`src/shared/iefr_pkg.sv`:
```
// register map, field positions and reset values of the request flag block
package iefr_pkg;
    localparam int unsigned REG_W = 8;
    localparam int unsigned EXT_N = 5;
    localparam int unsigned SYNC_W = 5;
    localparam int unsigned EDGE_W = 6;
    localparam int unsigned PF_W = 7;
    // register offsets
    localparam logic [7:0] ADDR_ENABLE_ONE = 8'h00;
    localparam logic [7:0] ADDR_ENABLE_TWO = 8'h01;
    localparam logic [7:0] ADDR_EDGE_SEL = 8'h02;
    localparam logic [7:0] ADDR_FLAGS_ONE = 8'h03;
    localparam logic [7:0] ADDR_FLAGS_TWO = 8'h04;
    localparam logic [7:0] ADDR_PIN_FUNC = 8'h05;
    // field positions, first request and enable registers
    localparam int unsigned TA_BIT = 7;
    localparam int unsigned DS_BIT = 6;
    localparam int unsigned RSV_ONE_BIT = 5;
    // field positions, second request and enable registers
    localparam int unsigned DT_BIT = 7;
    localparam int unsigned AD_BIT = 6;
    localparam int unsigned RSV_TWO_BIT = 5;
    localparam int unsigned TG_BIT = 4;
    localparam int unsigned TFH_BIT = 3;
    localparam int unsigned TFL_BIT = 2;
    localparam int unsigned TC_BIT = 1;
    localparam int unsigned RSV_ZERO_BIT = 0;
    // pin function register fields
    localparam int unsigned PF_TG_PIN_BIT = 5;
    localparam int unsigned PF_TG_EDGE_BIT = 6;
    // reset values
    localparam logic [7:0] ENABLE_RESET = 8'h00;
    localparam logic [7:0] FLAGS_RESET = 8'h00;
    localparam logic [4:0] EDGE_RESET = 5'h00;
    localparam logic [6:0] PIN_FUNC_RESET = 7'h00;
    // read and write masks
    localparam logic [7:0] FLAGS_ONE_FIXED = 8'h20;
    localparam logic [7:0] FLAGS_ONE_CLR = 8'hDF;
    localparam logic [7:0] FLAGS_TWO_CLR = 8'hDE;
    localparam logic [7:0] ENABLE_TWO_MASK = 8'hFE;
    localparam logic [7:0] EDGE_FIXED = 8'hE0;
    // counter wrap values
    localparam logic [7:0] COUNT_MAX = 8'hFF;
    localparam logic [7:0] COUNT_ZERO = 8'h00;
endpackage

```
`src/iefr_pin_sync.sv`:
```
// two-stage synchroniser for asynchronous interrupt pins
`timescale 1ns/1ps
module iefr_pin_sync (
    input wire logic mclk, // system clock
    input wire logic rst_n, // async reset, active low
    input wire logic ce, // clock enable
    input wire logic [iefr_pkg::SYNC_W-1:0] pin_in, // raw pins
    output logic [iefr_pkg::SYNC_W-1:0] pin_sync // synchronised pins
);
    import iefr_pkg::*;

    typedef struct packed {
        logic [SYNC_W-1:0] stage1;
        logic [SYNC_W-1:0] stage2;
    } iefr_sync_t;

    iefr_sync_t s_r;
    iefr_sync_t s_nxt;

    // first stage is read only by the second
    always_comb begin
        s_nxt.stage1 = pin_in;
        s_nxt.stage2 = s_r.stage1;
    end

    // state register, frozen while ce is low
    always_ff @(posedge mclk or negedge rst_n) begin
        if (!rst_n) begin
            s_r <= '0;
        end else if (ce) begin
            s_r <= s_nxt;
        end
    end

    assign pin_sync = s_r.stage2;
endmodule

```
`src/iefr_edge_det.sv`:
```
// per-line selectable edge detector with pin function gating
`timescale 1ns/1ps
module iefr_edge_det (
    input wire logic mclk, // system clock
    input wire logic rst_n, // async reset, active low
    input wire logic ce, // clock enable
    input wire logic [iefr_pkg::EDGE_W-1:0] sig, // synchronous lines
    input wire logic [iefr_pkg::EDGE_W-1:0] rise_sel, // 1 rising, 0 falling
    input wire logic [iefr_pkg::EDGE_W-1:0] func_en, // line is an irq input
    output logic [iefr_pkg::EDGE_W-1:0] pulse // one-cycle edge pulses
);
    import iefr_pkg::*;

    typedef struct packed {
        logic [EDGE_W-1:0] prev;
        logic primed;
    } iefr_edge_t;

    iefr_edge_t s_r;
    iefr_edge_t s_nxt;

    // remember last level; no edge before the first sample
    always_comb begin
        s_nxt.prev = sig;
        s_nxt.primed = 1'b1;
    end

    always_ff @(posedge mclk or negedge rst_n) begin
        if (!rst_n) begin
            s_r <= '0;
        end else if (ce) begin
            s_r <= s_nxt;
        end
    end

    // pick rising or falling per line
    for (genvar i = 0; i < EDGE_W; i++) begin : g_line
        assign pulse[i] = ce & s_r.primed & func_en[i] &
            (rise_sel[i] ? (sig[i] & ~s_r.prev[i])
                         : (~sig[i] & s_r.prev[i]));
    end
endmodule

```
`src/iefr_top.sv`:
```
// interrupt enable and request flag registers with source event logic
`timescale 1ns/1ps
module iefr_top (
    input wire logic mclk, // system clock, 100 MHz
    input wire logic rst_n, // async reset, active low
    input wire logic ce, // clock enable, freezes state
    input wire logic [7:0] reg_addr, // register address
    input wire logic [iefr_pkg::REG_W-1:0] reg_wdata, // write data
    input wire logic reg_wr, // write strobe
    input wire logic reg_rd, // read strobe
    output logic [iefr_pkg::REG_W-1:0] reg_rdata, // read data, next cycle
    input wire logic [4:1] ext_edge_pin, // async edge irq pins
    input wire logic decoder_ready, // internal edge source 0
    input wire logic [7:0] timer_a_count, // timer A counter value
    input wire logic decoder_serial_done, // serial transfer end pulse
    input wire logic sleep_exec, // sleep instruction pulse
    input wire logic direct_transfer_on, // direct transfer control
    input wire logic converter_start_flag, // converter busy flag
    input wire logic timer_g_input_pin, // async timer G capture pin
    input wire logic timer_g_overflow, // timer G counter overflow pulse
    input wire logic overflow_irq_enable, // timer G overflow irq enable
    input wire logic [7:0] timer_f_high_counter, // timer F high counter
    input wire logic [7:0] timer_f_high_compare, // timer F high compare
    input wire logic [7:0] timer_f_low_counter, // timer F low counter
    input wire logic [7:0] timer_f_low_compare, // timer F low compare
    input wire logic timer_f_16bit_mode, // timer F cascaded mode
    input wire logic [7:0] timer_c_count, // timer C counter value
    output logic [iefr_pkg::REG_W-1:0] req_one, // requests, register one
    output logic [iefr_pkg::REG_W-1:0] req_two // requests, register two
);
    import iefr_pkg::*;

    typedef struct packed {
        logic [7:0] en_one;
        logic [7:0] en_two;
        logic [4:0] edge_sel;
        logic [6:0] pin_func;
        logic [7:0] flags_one;
        logic [7:0] flags_two;
        logic [7:0] rdata;
        logic [7:0] ta_prev;
        logic [7:0] tc_prev;
        logic start_prev;
        logic fh_match_prev;
        logic fl_match_prev;
    } iefr_state_t;

    localparam iefr_state_t STATE_RESET = '{
        en_one: ENABLE_RESET,
        en_two: ENABLE_RESET,
        edge_sel: EDGE_RESET,
        pin_func: PIN_FUNC_RESET,
        flags_one: FLAGS_RESET,
        flags_two: FLAGS_RESET,
        rdata: 8'h00,
        ta_prev: COUNT_ZERO,
        tc_prev: COUNT_ZERO,
        start_prev: 1'b0,
        fh_match_prev: 1'b0,
        fl_match_prev: 1'b0
    };

    iefr_state_t s_r;
    iefr_state_t s_nxt;

    logic [SYNC_W-1:0] pin_sync;
    logic [EDGE_W-1:0] edge_pulse;
    logic [EDGE_W-1:0] edge_rise;
    logic [EDGE_W-1:0] edge_func;
    logic [7:0] set_one;
    logic [7:0] set_two;
    logic fh_match;
    logic fl_match;
    logic wr_flags_one;
    logic wr_flags_two;

    // pins cross into the clock domain before any edge logic
    iefr_pin_sync u_sync (
        .mclk(mclk),
        .rst_n(rst_n),
        .ce(ce),
        .pin_in({timer_g_input_pin, ext_edge_pin}),
        .pin_sync(pin_sync)
    );

    // lines 5..1 are pins (5 is the timer G pin), line 0 is the internal decoder signal
    assign edge_rise = {s_r.pin_func[PF_TG_EDGE_BIT], s_r.edge_sel};
    assign edge_func = {s_r.pin_func[PF_TG_PIN_BIT], s_r.pin_func[4:0]};

    iefr_edge_det u_edge (
        .mclk(mclk),
        .rst_n(rst_n),
        .ce(ce),
        .sig({pin_sync, decoder_ready}),
        .rise_sel(edge_rise),
        .func_en(edge_func),
        .pulse(edge_pulse)
    );

    // timer F compare matches
    always_comb begin
        if (timer_f_16bit_mode) begin
            fh_match = {timer_f_high_counter, timer_f_low_counter} ==
                {timer_f_high_compare, timer_f_low_compare};
            fl_match = 1'b0;
        end else begin
            fh_match = timer_f_high_counter == timer_f_high_compare;
            fl_match = timer_f_low_counter == timer_f_low_compare;
        end
    end

    // set conditions of the first request register
    always_comb begin
        set_one = 8'h00;
        set_one[TA_BIT] = ce & (s_r.ta_prev == COUNT_MAX) &
            (timer_a_count == COUNT_ZERO);
        set_one[DS_BIT] = ce & decoder_serial_done;
        set_one[4:0] = edge_pulse[4:0];
    end

    // set conditions of the second request register
    always_comb begin
        set_two = 8'h00;
        set_two[DT_BIT] = ce & sleep_exec & direct_transfer_on;
        set_two[AD_BIT] = ce & s_r.start_prev &
            ~converter_start_flag;
        set_two[TG_BIT] = edge_pulse[5] |
            (ce & timer_g_overflow & overflow_irq_enable);
        set_two[TFH_BIT] = ce & fh_match & ~s_r.fh_match_prev;
        set_two[TFL_BIT] = ce & fl_match & ~s_r.fl_match_prev;
        set_two[TC_BIT] = ce & (((s_r.tc_prev == COUNT_MAX) &
            (timer_c_count == COUNT_ZERO)) |
            ((s_r.tc_prev == COUNT_ZERO) &
            (timer_c_count == COUNT_MAX)));
    end

    assign wr_flags_one = reg_wr & (reg_addr == ADDR_FLAGS_ONE);
    assign wr_flags_two = reg_wr & (reg_addr == ADDR_FLAGS_TWO);

    // next state: register writes, flag update, reads, history
    always_comb begin
        s_nxt = s_r;
        s_nxt.ta_prev = timer_a_count;
        s_nxt.tc_prev = timer_c_count;
        s_nxt.start_prev = converter_start_flag;
        s_nxt.fh_match_prev = fh_match;
        s_nxt.fl_match_prev = fl_match;
        if (reg_wr) begin
            unique case (reg_addr)
                ADDR_ENABLE_ONE: begin
                    s_nxt.en_one = reg_wdata;
                end
                ADDR_ENABLE_TWO: begin
                    s_nxt.en_two = reg_wdata & ENABLE_TWO_MASK;
                end
                ADDR_EDGE_SEL: begin
                    s_nxt.edge_sel = reg_wdata[4:0];
                end
                ADDR_PIN_FUNC: begin
                    s_nxt.pin_func = reg_wdata[6:0];
                end
                default: begin
                end
            endcase
        end
        // flags: write of 0 clears, 1 keeps; set wins over clear
        if (wr_flags_one) begin
            s_nxt.flags_one = s_r.flags_one &
                (reg_wdata | ~FLAGS_ONE_CLR);
        end
        s_nxt.flags_one = (s_nxt.flags_one | set_one) &
            FLAGS_ONE_CLR;
        if (wr_flags_two) begin
            s_nxt.flags_two = s_r.flags_two &
                (reg_wdata | ~FLAGS_TWO_CLR);
            s_nxt.flags_two[RSV_TWO_BIT] = reg_wdata[RSV_TWO_BIT];
        end
        s_nxt.flags_two = s_nxt.flags_two | set_two;
        s_nxt.flags_two[RSV_ZERO_BIT] = 1'b0;
        // read data stands only in the cycle after the strobe
        s_nxt.rdata = 8'h00;
        if (reg_rd) begin
            unique case (reg_addr)
                ADDR_ENABLE_ONE: s_nxt.rdata = s_r.en_one;
                ADDR_ENABLE_TWO: s_nxt.rdata = s_r.en_two;
                ADDR_EDGE_SEL: s_nxt.rdata = {3'h0, s_r.edge_sel} |
                    EDGE_FIXED;
                ADDR_FLAGS_ONE: s_nxt.rdata = s_r.flags_one |
                    FLAGS_ONE_FIXED;
                ADDR_FLAGS_TWO: s_nxt.rdata = s_r.flags_two;
                ADDR_PIN_FUNC: s_nxt.rdata = {1'b0, s_r.pin_func};
                default: s_nxt.rdata = 8'h00;
            endcase
        end
    end

    // state register; acceptance by the controller has no path here
    always_ff @(posedge mclk or negedge rst_n) begin
        if (!rst_n) begin
            s_r <= STATE_RESET;
        end else if (ce) begin
            s_r <= s_nxt;
        end
    end

    assign reg_rdata = s_r.rdata;

    // requests: flag and enable both set
    assign req_one = s_r.flags_one & s_r.en_one;
    assign req_two[DT_BIT] = s_r.flags_two[DT_BIT] & s_r.en_two[DT_BIT];
    assign req_two[AD_BIT] = s_r.flags_two[AD_BIT] & s_r.en_two[AD_BIT];
    assign req_two[RSV_TWO_BIT] = 1'b0;
    assign req_two[TG_BIT] = s_r.flags_two[TG_BIT] &
        s_r.en_two[TG_BIT];
    assign req_two[TFH_BIT] = s_r.flags_two[TFH_BIT] &
        s_r.en_two[TFH_BIT];
    assign req_two[TFL_BIT] = s_r.flags_two[TFL_BIT] &
        s_r.en_two[TFL_BIT];
    assign req_two[TC_BIT] = s_r.flags_two[TC_BIT] &
        s_r.en_two[TC_BIT];
    assign req_two[RSV_ZERO_BIT] = 1'b0;
endmodule

```
`config.mk`:
```
export PLATFORM = sky130hd
export DESIGN_NAME = iefr_top
export DESIGN_NICKNAME = d
export VERILOG_FILES = /design/src/shared/iefr_pkg.sv /design/src/iefr_pin_sync.sv /design/src/iefr_edge_det.sv /design/src/iefr_top.sv
export SDC_FILE = /design/constraint.sdc
export NUM_CORES = 1
export LEC_CHECK = 0
export ABC_AREA = 1
export ABC_CLOCK_PERIOD_IN_PS = 1250
export BUFFER_PORTS_ARGS = -buffer_cell sky130_fd_sc_hd__buf_2
export CORE_MARGIN = 2
export CORE_UTILIZATION = 54
export DETAILED_ROUTE_END_ITERATION = 8
export PLACE_DENSITY = 0.85
export RECOVER_POWER = 25
export SYNTH_ARGS = -nofsm -noshare
export SYNTH_HDL_FRONTEND = slang
export SYNTH_SLANG_ARGS = --single-unit
```
`constraint.sdc`:
```
create_clock -name mclk -period 1.25 [get_ports mclk]
set_clock_uncertainty 0.1 [all_clocks]
set_input_delay 0.125 -clock mclk [delete_from_list [all_inputs] [get_ports mclk]]
set_output_delay 0.125 -clock mclk [all_outputs]
set_load 0.03 [all_outputs]
```
; Yosys cells after proc, flatten, opt, wreduce, memory -nomap -nowiden
; Index checks and enable logic that the tools add are counted.
[classes]
n_eq_ne = 11
mux = 12
bitwise_logic = 71
n_reduce_logical = 8
[ops]
columns = cell, count
row1 = AND 1 bit, 49
row2 = case mux 8 bit (6 select lines), 1
row3 = zero test 8 bit, 4
row4 = AND 8 bit, 3
row5 = "== test 8 bit, second input constant", 3
row6 = 2-to-1 mux 8 bit, 3
row7 = == test 16 bit, 1
row8 = "== test 8 x 2 -> 1 bit, second input constant", 2
row9 = "== test 8 x 3 -> 1 bit, second input constant", 2
row10 = == test 8 bit, 2
row11 = bitwise OR 8 bit, 2
row12 = inverter 1 bit, 15
row13 = AND reduction 3 bit, 4
row14 = "== test 8 x 1 -> 1 bit, second input constant", 1
row15 = 2-to-1 mux 1 bit, 8
row16 = bitwise OR 1 bit, 2
[totals]
ff_bits = 85
in_bits = 82
output_inout_bits = 24

; Depth between registers and ports, before layout
[depth]
ltp_word = 6
depth_mapped = 10

; Modules after synthesis
; Synthesis repeated with hierarchy kept, for this count alone.
[unflattened]
cells_unflattened = 613
hier_area_um2 = 4670.7
[modules_own_cells]
columns = mod, n_inst, cells_each, area_each_um2
row1 = iefr_top, 1, 494, 3819.9
row2 = iefr_edge_det, 1, 77, 470.5
row3 = iefr_pin_sync, 1, 42, 380.4

; Worst setup path after synthesis
; Ideal clock, no wire load.
[synth_timing]
path_kind = input port to flip-flop
start = input port reg_addr[7]
end = register s_r[68] (netlist bit)
t_arrival_ps = 920
required_time_ps = 1029
slack_ps = 109
stages = 7
path_cell_list = nor2_4 -> nand2_8 -> nor2_8 -> nand2_4 -> buf_6 -> nand2_2 -> o21ai_2
[synth_between]
elab_chain_len = 2
[synth_rtl]
columns = item, line
row1 = "start, declared", iefr_top.sv:7  ; input wire logic [7:0] reg_addr,
row2 = zero test 8 bit, iefr_top.sv:149  ; unique case (reg_addr)
row3 = AND reduction 3 bit (no line), -
row4 = "end signal, assigned", iefr_top.sv:202  ; s_r <= s_nxt;
row5 = "end, declared", iefr_top.sv:63  ; iefr_state_t s_r;
; Every way passes these cells.
; A chain may end at the register's enable or synchronous reset.

; Worst setup path after layout
[layout_timing]
start = register s_r[28] (netlist bit)
end = output port req_two[1] (netlist bit)
[layout_between]
elab_chain_len = 1
[layout_rtl]
columns = item, line
row1 = AND 1 bit, iefr_top.sv:219  ; assign req_two[TC_BIT] = s_r.flags_two[TC_BIT] &
row2 = "end, declared", iefr_top.sv:29  ; output logic [iefr_pkg::REG_W-1:0] req_two
; Every way passes these cells.

==> impl_metrics.ini <==
[run_status]
outcome = finished with violations
violations_in_the_final_reports = setup timing

[place]
place.gp.congestion = 0.911
dpl.cell_count = 797
placement.setup.worst_slack_ns = -0.211
postPlaceCellArea_sq_um = 5280
dp_hpwl_um = 8570
port-buffer-count = 102

[synth]
ys_seq_area_share_pct = 46.2
synth_flop_cell = dfrtp_1
postSynthCellCount = 596
yosys_reg_bits = 85
number_of_enable_type_register_cells_in_the_synthesized_netlist = 0
synthesis.yosys.warnings = 0
ys_async_sr_fraction_pct = 100
syn_area_sq_um = 4600
synthesis.area_per_instance_sq_um = 7.73
yosysUniqueCellTypes = 30

[critical_path]
timing_worst_setup_path_type = flop to output port
slowest_stage = dfrtp_1
critPathTopFamily = flip-flops
cell_by_cell_trace_of_the_critical_path = nand2_2, inv_2, buf_6
start_kind = flop
critPathMaxFanout = 2
critical_path_buf_inv_count = 2
cp_max_stage_delay_ns = 0.44
setup_crit_end_kind = output port
required_ns = 1.02
arrival_ns = 1.05

[cts]
cts_tree = built
root_buffer_cell = clkbuf_8
tritoncts_num_sinks = 85
clock_tree.htree_level_count = 3
later_pin_clock_latency_in_the_skew_report_ns = 0.37
cts_buffer_depth = 2
clkTransAtPathRegs_ns = 0.10
tritoncts.num_buffers = 9

[global_routing]
grt_overflow_total = 0
grt_pass1_wl_um = 20400
number_of_antenna_violations_at_the_first_check_in_global_routing = 0
groute.usage.overall_pct = 29.0
first_global_vias = 4525
grt_start_max_net_pins = 37

[routing]
routedWlPerCell_um = 14.4
drtIter0Drc = 397
antenna_left = 0
remaining_drc_errors = 0
totalWireLength_um = 12600
vias_per_cell = 5.28
dr.pass1.iters = 7
via_count = 4626

[floorplan]
floorplan.die.height_um = 96.3
design.die.area_sq_um = 9280
num_rows = 33
die_x_um = 96.3
initial_core_util_pct = 55.8
number_of_top_level_design_ports = 106
core_ar_sq_um = 8260

[sta]
hold-worst-slack_ns = 0.0536
maxClockFrequency_ghz = 0.784
rsz0062_at_grt = yes
maxSlewHeadroom_pct = 48.6
layout_setup_ws_ns = -0.0252
timing_worst_slew_pin_value_ns = 0.771
timing.final.setup_violations = 5
setup_tns_ns = -0.0678
hold_violations = 0
final.period_utilization_pct = 102
final.min_clock_period_ns = 1.28
finalMaxSlewViolations = 0

[pwr]
power_switching_share_pct = 27.8
combinationalPowerShare_pct = 15.5
totalPowerFinal_mw = 5.88
power_report.internal_total_mw = 4.25
power_frac_seq_pct = 51.2
p_leak_nw = 3.44
power_frac_clock_pct = 33.3
pwr_density_cell_nw_per_um2 = 958
vdd_ir_drop_max_uv = 805
p_sw_mw = 1.63

[layout]
stdcell_count = 876
post_route_cells_drive_above_1_share_pct = 29.2
number_of_antenna_cells_inserted = 0
area_growth_syn_to_layout_pct = 33.4
stdcell_area_sq_um = 6140
fin_util_pct = 74.4
finalNetCount = 848

[flow_run]
drv_cap = 0

[hold_path]
min_path_type = input pin to flop
[final cells by class]
cell class	instances	area [sq um]
well taps	105	131
inverters	74	280
multi-input cells	416	2090
fillers	612	2120
clock inverters	5	60.1
clock buffers	11	131
repair buffers	180	1320
flip-flops and latches	85	2130
[placed cells by master (no fill, tap or decap), types with 3 or more instances in the layout]
cell / synthesis / routed
a21oi_1: 7 / 7
buf_12: 0 / 4
buf_2: 1 / 86
buf_4: 11 / 33
buf_6: 3 / 13
clkbuf_1: 6 / 4
clkbuf_8: 0 / 9
conb_1: 1 / 3
dfrtp_1: 85 / 85
dlygate4sd3_1: 0 / 39
inv_1: 69 / 65
inv_2: 4 / 8
nand2_1: 235 / 232
nand2_2: 11 / 14
nand2_4: 3 / 3
nand3_1: 22 / 22
nand4_1: 9 / 9
nor2_1: 26 / 26
nor2_2: 3 / 3
nor2_4: 4 / 4
nor2_8: 5 / 5
nor3_1: 3 / 3
nor4_2: 0 / 5
o21ai_0: 30 / 30
o21ai_1: 12 / 12
o21ai_2: 27 / 27
xnor2_1: 6 / 6
[routing by layer]
layer / vias to the layer above / global-route usage [%] / wire, um
met5: - / 0 / 0
met4: 0 / 10.1 / 339
met3: 37 / 6.81 / 875
met2: 200 / 52.3 / 6640
met1: 2202 / 33.5 / 4750
li1: 2187 / - / -
[what timing repair did]
item / in CTS / in global routing
hold buffers: 39 / 0
cloned: 0 / 0
hold endpoints to repair: 133 / 0
setup endpoints to repair: 13 / 16
pin swaps: 6 / 11
buffers inserted: 21 / 3
resized for setup: 20 / 20
[worst paths after layout]
kind / end / from / slack (ns) / depth (start not counted)
worst max-delay path: req_two[1] / s_r[28]$_DFFE_PN0P_ / -0.03 / 3
worst min-delay path: s_r[1]$_DFFE_PN0P_ / timer_f_high_counter[3] / 0.05 / 6
worst max register to register: reg_rdata[1]$_DFFE_PN0P_ / s_r[28]$_DFFE_PN0P_ / -0.02 / 8
worst min register to register: s_r[14]$_DFFE_PN0P_ / s_r[14]$_DFFE_PN0P_ / 0.38 / 2
max in group asynchronous: u_edge.s_r[0]$_DFFE_PN0P_ / rst_n / 0.11 / 3
min in group asynchronous: s_r[5]$_DFFE_PN0P_ / rst_n / 0.27 / 2
[worst register-to-register path: cells and delay by family (launching register included)]
kind	cells	cell delay, ns
buf+inv	3	0.34
simple gates	5	0.29
flops	1	0.44
[logic make-up after synthesis]
kind of cell | synth area share, %
AOI/OAI and AO/OA | 10.7
xor gates and xnor gates | 1.14
buffers and inverters | 9.37
DFF | 46.2
other | 0.0814
and+or+nand+nor | 32.6
[state kept, by name, summed over array words and instances (netlist names)]
name and cells:
edge_func 6, edge_rise 6, reg_rdata 8, s_r 48, u_edge.s_r 7, u_sync.pin_sync 5, u_sync.s_nxt 5
[cells in the mapped netlist (5+ instances only)]
library cell	instances	area, sq um
xnor2_1	6	52.6
o21ai_0	30	150
o21ai_1	12	60.1
nor2_8	5	100
nand2_1	235	882
a21oi_1	7	35.0
dfrtp_1	85	2130
clkbuf_1	6	22.5
inv_1	69	259
o21ai_2	27	236
buf_4	11	82.6
nand2_2	11	68.8
nor4_1	6	37.5
nor2_1	26	97.6
nand4_1	9	56.3
nand3_1	22	110
[power by group through the flow]
stage / clock network, mW / registers, mW / logic, mW
after floorplan: 0 / 3.03 / 0.394
after global placement: 0 / 3.06 / 0.700
after detailed placement: 0 / 3.07 / 0.739
after CTS: 1.98 / 3.01 / 0.889
after global routing: 2.07 / 3.03 / 1.02
final: 1.96 / 3.01 / 0.911
No activity file was read; power rests on OpenSTA's default activity.
